[src/shared/cmam_pkg.sv]
// Constants and types shared by the CPU memory address mapper
//
// What this block does
// - The CPU's 64K logical view can be placed anywhere in physical memory in 4K steps.
// - Logical address zero always lands on a 4K multiple, as does each other 4K logical block.
// - Every memory access drives a true 24-bit physical address onto the bus lines.
// - The mapper never changes how any board decodes its own address.
// - Extended translation adds no cycle or visible effect to the CPU or other bus agents.
// - The mapping may be rewritten between any two memory accesses.
// - An eight-position switch picks the board's 128K block as master or 64K block as slave.
// - As slave the eight switches are compared with the top eight bits of the 24-bit bus address; as master A16 is not compared.
// - A switch up reads as logic 0 and a switch down reads as logic 1.
// - The leftmost switch is the lowest compared bit, address line A16, the rest ascending.
// - In legacy mode the system clock phase is routed to the bus status-valid strobe.
// - Each of the sixteen 4096-byte logical blocks is mapped on its own.
// - Mapped blocks may be scattered, and several logical blocks may share one physical block.
package cmam_pkg;
  localparam int CMAM_LOG_AW   = 16;
  localparam int CMAM_PHYS_AW  = 24;
  localparam int CMAM_OFS_W    = 12;
  localparam int CMAM_IDX_W    = 4;
  localparam int CMAM_BLK_W    = 12;
  localparam int CMAM_ENTRIES  = 16;
  localparam int CMAM_SW_W     = 8;
  localparam int CMAM_SW_LSB   = 16;
  localparam int CMAM_SW_MSB   = 23;
  // Master compares A23..A17 (128K block), slave compares A23..A16 (64K block)
  localparam int CMAM_MST_LSB  = 17;
  // Reset map: logical block n points at physical block n (boot ROM lives at the bottom)
  localparam logic [CMAM_BLK_W-1:0] CMAM_RST_BASE = 12'h000;
endpackage

[src/rtl/cmam_top.sv]
// CPU memory address mapper: logical-to-physical translation, board select, legacy strobe
`timescale 1ns/1ns
module cmam_top
  import cmam_pkg::*;
(
  input  wire logic                    i_clk_sys,
  input  wire logic                    i_rst,
  input  wire logic                    i_ce,
  input  wire logic                    i_cpu_req,
  input  wire logic [CMAM_LOG_AW-1:0]  i_cpu_addr,
  input  wire logic                    i_map_we,
  input  wire logic [CMAM_IDX_W-1:0]   i_map_idx,
  input  wire logic [CMAM_BLK_W-1:0]   i_map_blk,
  input  wire logic [CMAM_SW_W-1:0]    i_base_sw_down,
  input  wire logic                    i_master_mode,
  input  wire logic                    i_legacy_strobe_clock_jumper,
  input  wire logic                    i_clk_phase,
  input  wire logic [CMAM_PHYS_AW-1:0] i_bus_addr,
  output logic      [CMAM_PHYS_AW-1:0] o_bus_addr,
  output logic                         o_bus_addr_vld,
  output logic                         o_board_sel,
  output logic                         o_stval_n,
  output logic                         o_stval_oe
);

  // ************************************************
  // Pin synchronisers
  // ************************************************
  logic [CMAM_SW_W-1:0] sw_m_q, sw_s_q;
  logic                 mst_m_q, mst_s_q, leg_m_q, leg_s_q, ph_m_q, ph_s_q;
  logic [CMAM_PHYS_AW-1:0] ba_m_q, ba_s_q;

  always_ff @(posedge i_clk_sys or posedge i_rst) begin
    if (i_rst) begin
      sw_m_q  <= '0;
      sw_s_q  <= '0;
      mst_m_q <= 1'b0;
      mst_s_q <= 1'b0;
      leg_m_q <= 1'b0;
      leg_s_q <= 1'b0;
      ph_m_q  <= 1'b0;
      ph_s_q  <= 1'b0;
      ba_m_q  <= '0;
      ba_s_q  <= '0;
    end else if (i_ce) begin
      sw_m_q  <= i_base_sw_down;
      sw_s_q  <= sw_m_q;
      mst_m_q <= i_master_mode;
      mst_s_q <= mst_m_q;
      leg_m_q <= i_legacy_strobe_clock_jumper;
      leg_s_q <= leg_m_q;
      ph_m_q  <= i_clk_phase;
      ph_s_q  <= ph_m_q;
      ba_m_q  <= i_bus_addr;
      ba_s_q  <= ba_m_q;
    end
  end

  // ************************************************
  // Translation
  // ************************************************
  logic [CMAM_BLK_W-1:0] blk;
  logic [CMAM_OFS_W-1:0] ofs_q, ofs_d;
  logic                  req_q, req_d;

  // Index comes straight from the CPU so lookup and offset line up one cycle later
  cmam_map_mem #(
    .IDX_W (CMAM_IDX_W),
    .DW    (CMAM_BLK_W)
  ) u_map (
    .i_clk_sys (i_clk_sys),
    .i_rst     (i_rst),
    .i_ce      (i_ce),
    .i_we      (i_map_we),
    .i_waddr   (i_map_idx),
    .i_wdata   (i_map_blk),
    .i_raddr   (i_cpu_addr[CMAM_LOG_AW-1 -: CMAM_IDX_W]),
    .o_rdata   (blk)
  );

  always_comb begin
    ofs_d = i_cpu_addr[CMAM_OFS_W-1:0];
    req_d = i_cpu_req;
  end

  always_ff @(posedge i_clk_sys or posedge i_rst) begin
    if (i_rst) begin
      ofs_q <= '0;
      req_q <= 1'b0;
    end else if (i_ce) begin
      ofs_q <= ofs_d;
      req_q <= req_d;
    end
  end

  // Physical address is base block concatenated with offset: base always a 4K multiple
  logic [CMAM_PHYS_AW-1:0] addr_q, addr_d;
  logic                    vld_q, vld_d;

  always_comb begin
    addr_d = addr_q;
    vld_d  = req_q;
    if (req_q) begin
      addr_d = {blk, ofs_q};
    end
  end

  // Fixed pipeline latency for every access, extended or not: no extra cycles
  always_ff @(posedge i_clk_sys or posedge i_rst) begin
    if (i_rst) begin
      addr_q <= '0;
      vld_q  <= 1'b0;
    end else if (i_ce) begin
      addr_q <= addr_d;
      vld_q  <= vld_d;
    end
  end

  // Only the address lines are driven; no board's own decode is touched
  assign o_bus_addr     = addr_q;
  assign o_bus_addr_vld = vld_q;

  // ************************************************
  // Board base select
  // ************************************************
  logic sel_q, sel_d;
  logic [CMAM_SW_W-1:0] hit;

  // Switch bit k (k=0 is leftmost) is compared with address line A16+k; down reads 1
  generate
    for (genvar k = 0; k < CMAM_SW_W; k++) begin : g_sw
      assign hit[k] = (sw_s_q[k] == ba_s_q[CMAM_SW_LSB + k]);
    end
  endgenerate

  always_comb begin
    // Master ignores A16 so it claims a 128K block
    if (mst_s_q) begin
      sel_d = &hit[CMAM_SW_W-1:CMAM_MST_LSB-CMAM_SW_LSB];
    end else begin
      sel_d = &hit;
    end
  end

  always_ff @(posedge i_clk_sys or posedge i_rst) begin
    if (i_rst) begin
      sel_q <= 1'b0;
    end else if (i_ce) begin
      sel_q <= sel_d;
    end
  end

  assign o_board_sel = sel_q;

  // ************************************************
  // Legacy status-valid strobe
  // ************************************************
  logic stv_q, stv_d, oe_q, oe_d;

  always_comb begin
    oe_d  = leg_s_q;
    stv_d = leg_s_q ? ph_s_q : 1'b1;
  end

  always_ff @(posedge i_clk_sys or posedge i_rst) begin
    if (i_rst) begin
      stv_q <= 1'b1;
      oe_q  <= 1'b0;
    end else if (i_ce) begin
      stv_q <= stv_d;
      oe_q  <= oe_d;
    end
  end

  assign o_stval_n  = stv_q;
  assign o_stval_oe = oe_q;
endmodule

[src/rtl/cmam_map_mem.sv]
// Sixteen-entry translation table with registered read
`timescale 1ns/1ns
module cmam_map_mem
  import cmam_pkg::*;
#(
  parameter int IDX_W = CMAM_IDX_W,
  parameter int DW    = CMAM_BLK_W
) (
  input  wire logic             i_clk_sys,
  input  wire logic             i_rst,
  input  wire logic             i_ce,
  input  wire logic             i_we,
  input  wire logic [IDX_W-1:0] i_waddr,
  input  wire logic [DW-1:0]    i_wdata,
  input  wire logic [IDX_W-1:0] i_raddr,
  output logic      [DW-1:0]    o_rdata
);
  localparam int N = 1 << IDX_W;

  logic [DW-1:0] mem_q [N];
  logic [DW-1:0] mem_d [N];
  logic [DW-1:0] rdata_d;

  // ************************************************
  // Table update and read
  // ************************************************
  always_comb begin
    mem_d = mem_q;
    if (i_we) begin
      mem_d[i_waddr] = i_wdata;
    end
    // Write-through so a map change takes effect on an access issued in the same cycle as the write
    if (i_we && (i_waddr == i_raddr)) begin
      rdata_d = i_wdata;
    end else begin
      rdata_d = mem_q[i_raddr];
    end
  end

  // Reset identity map, entries are independent and may repeat
  generate
    for (genvar g = 0; g < N; g++) begin : g_ent
      always_ff @(posedge i_clk_sys or posedge i_rst) begin
        if (i_rst) begin
          mem_q[g] <= CMAM_RST_BASE + DW'(g);
        end else if (i_ce) begin
          mem_q[g] <= mem_d[g];
        end
      end
    end
  endgenerate

  always_ff @(posedge i_clk_sys or posedge i_rst) begin
    if (i_rst) begin
      o_rdata <= CMAM_RST_BASE;
    end else if (i_ce) begin
      o_rdata <= rdata_d;
    end
  end
endmodule

[config.mk]
export PLATFORM = sky130hd
export DESIGN_NAME = cmam_top
export DESIGN_NICKNAME = d
export VERILOG_FILES = /design/src/shared/cmam_pkg.sv /design/src/rtl/cmam_top.sv /design/src/rtl/cmam_map_mem.sv
export SDC_FILE = /design/constraint.sdc
export NUM_CORES = 1
export LEC_CHECK = 0
export BUFFER_PORTS_ARGS = -buffer_cell sky130_fd_sc_hd__buf_2
export CAP_MARGIN = 10
export CORE_MARGIN = 3
export CORE_UTILIZATION = 55
export CTS_CLUSTER_DIAMETER = 100
export DETAILED_ROUTE_END_ITERATION = 7
export PLACE_DENSITY = 0.79
export SLEW_MARGIN = 20
export SYNTH_ARGS = -nofsm -noshare
export SYNTH_HDL_FRONTEND = slang
export SYNTH_SLANG_ARGS = --single-unit
[constraint.sdc]
create_clock -name i_clk_sys -period 9.95 [get_ports i_clk_sys]
set_input_delay 1.4925 -clock i_clk_sys [delete_from_list [all_inputs] [get_ports i_clk_sys]]
set_output_delay 1.4925 -clock i_clk_sys [all_outputs]
set_load 0.02 [all_outputs]
==> results.cfg <==
[outcome]
status = finished, final reports clean

[synthesis]
seq_area_frac_synth_pct = 57.2
synthFlopType = dfrtp_1
synth_fa_ha_area_share_pct = 0
synth_mux_area_share_pct = 34.0
ys_types = 36
synth_top_family_by_area = multiplexers
yosysMostFrequentCell = mux2_2
synth_cells = 798
yosysTopAreaCell = dfrtp_1
ys_ff_latch = 283
netlist_top_cells_area = dfrtp_1, mux2_2, dfstp_2
synth_top_area_share_pct = 50.2
synth-simple-area-share_pct = 1.82
avgSynthCellArea_sq_um = 15.6
syn_area_sq_um = 12500
ys_warn_count = 0
synth-edff-count = 0
synthArstFlopShare_pct = 100
synth_common_cells = mux2_2, dfrtp_1, mux4_2
syn_nets = 870
synthXorXnorAreaFrac_pct = 0.844
synth_compound_gate_area_share_pct = 3.07

[cts]
clkLatencyLatePin_ns = 0.54
clk_path_buf_depth = 3
cts_resized = 0
numClockSinks = 283
path_clk_slew_ns = 0.06
root_buffer = clkbuf_16
numCtsBuffers = 28
post-cts-setup-buffers = 0
cts_tree = yes
htreeDepth = 1
holdBufCountCts = 0

[placed_design]
dpl.hpwl_um = 15400
portBuffers = 83
numPlacedInstances = 1117
gp_congestion = 0.775
place_area_sq_um = 13000

[timing]
hold_violations = 0
relSlewSlack_pct = 22.6
grt_setup_unrepaired = false
worst_pin_slew_ns = 1.15
fin_skew_ns = 0.0172
fin_crit_sh_pct = 38.6
fmax_mhz = 260
slew_violations = 0
setup_violations = 0
fin_tns_setup_ns = 0
period_needed_ns = 3.84

[final_layout]
drive_gt1_share_pct = 55.9
nets = 939
antenna_cells = 0
fin_area_sq_um = 13900
nFillCells = 1610
multi_input_area_sq_um = 4960
seqCellArea_sq_um = 7120
syn_to_final_growth_pct = 11.9
final_cells = 1168

[run]
maxCapViolCount = 0

[drt]
vias_per_cell = 6.02
first_iter_violations = 385
routed-via-count = 7035
wire_per_inst_um = 22.1
drc_errors = 0
wirelength_um = 25800
drtPass1Iterations = 6
ant_nets = 0

[grt]
track_usage_pct = 21.3
grt_first_pass_wirelength_um = 41200
grt_overflow = 0
grt_pass1_vias = 7407
grt_max_degree = 121
antenna_found_initial = 0

[floorplan]
fp-row-count = 54
core_area_sq_um = 22000
ios = 100
die_w_um = 156
dieArea_sq_um = 24500
die_h_um = 156
start_util_pct = 56.5

[setup_path]
endpoint_kind = flip-flop
worstPathArrival_ns = 4.25
cp_max_fo = 76
critical_path.startpoint_type = primary input
critPathRequiredTime_ns = 10.36
worstSetupPathType = primary input to flip-flop

[worst_hold_path]
hp-class = flip-flop to flip-flop

[pwr]
irDropWorstVdd_uv = 161
leakagePower_nw = 6.21
power_mw = 3.03
power_density_nw_per_um2 = 217
[cell families after synthesis]
logic type / Yosys count
AO/OA/AOI/OAI: 54
XOR/XNOR: 12
AND/OR/NAND/NOR: 45
flip-flops: 283
multiplexers: 339
buffers and inverters: 65
[stage by stage]
step / utilization, % / hold slack, ns / setup WS [ns]
after detailed placement: 59.0 / 0.445 / 5.64
final: 63.3 / 0.480 / 6.11
after global routing: 63.3 / 0.494 / 6.02
after CTS: 63.2 / 0.476 / 6.20
after global placement: 59.0 / 0.435 / 5.67
after floorplan: - / 0.415 / 0.705
[worst max-delay path: stages]
cell and delay (ns):
buf_2 0.08, buf_4 0.70, nand2_2 0.48, nor4_4 1.07
mux2_2 0.42
[final timing paths]
path | end | slack, ns | from | depth (start not counted)
setup / recovery | u_map.mem_q[45]$_DFFE_PP0P_ | 6.11 | i_ce | 5
hold / removal | o_stval_n$_DFFE_PP1P_ | 0.48 | leg_s_q$_DFFE_PP0P_ | 1
setup reg to reg | u_map.o_rdata[10]$_DFFE_PP0P_ | 8.32 | u_map.mem_q[82]$_DFFE_PP0P_ | 3
hold reg to reg | o_stval_n$_DFFE_PP1P_ | 0.48 | leg_s_q$_DFFE_PP0P_ | 1
max in group asynchronous | ofs_q[2]$_DFFE_PP0P_ | 7.63 | i_rst | 3
min in group asynchronous | sw_s_q[2]$_DFFE_PP0P_ | 1.10 | i_rst | 2
[cell usage in the layout (no fill, tap or decap), types with 2 or more instances in the layout]
cell type  Yosys  routed
xor2_1         7       7
nor2_1        12      12
mux4_2        34      34
xnor2_1        5       5
dfstp_2       33      33
mux2_4        10      10
nand4b_1       2       2
o21ai_0       15      15
nand2b_1       6       6
dfrtp_1      250     250
nand4_1        2       2
nor3_1         2       2
clkinv_2       0       9
a31oi_1       13      13
o32ai_1       12      12
bufinv_16      0       2
clkbuf_1      17       4
buf_6          8       2
nand2_1       16      16
mux2_2       269     269
buf_4          5      14
clkbuf_16      0      29
a221oi_1      12      12
inv_1          6       5
clkbuf_8       1       6
mux2i_1       24      24
buf_2         24      82
[cell type report]
cell class | instances | area share [%]
Clock buffer | 39 | 5.91
Clock inverter | 12 | 0.808
Inverter | 6 | 0.215
Multi-Input combinational cell | 450 | 35.6
Sequential cell | 283 | 51.1
Tap cell | 280 | 2.51
Timing Repair Buffer | 98 | 3.86
[layer usage]
layer | track usage [%] | wire [um]
met4 | 5.71 | 657
met5 | 0 | 0
met3 | 4.07 | 1630
met1 | 30.3 | 11000
met2 | 34.2 | 12600
[sequential cells by signal, summed over array words and instances, names as in the netlist]
register / flops
ofs_q: 12
u_map.o_rdata: 12
ph_m_q: 1
u_map.mem_q: 192
ba_m_q: 8
req_q: 1
mst_s_q: 1
o_stval_n: 1
o_stval_oe: 1
sw_s_q: 8
leg_s_q: 1
o_bus_addr: 24
o_bus_addr_vld: 1
sw_m_q: 8
o_board_sel: 1
ba_s_q: 8
leg_m_q: 1
mst_m_q: 1
ph_s_q: 1
[power breakdown]
part,total (mW),switching (mW),internal [mW]
sequential,1.49,0.107,1.38
clock,1.06,0.429,0.627
combinational,0.483,0.209,0.274
total,3.03,0.745,2.28
No activity file was read; power rests on OpenSTA's default activity.
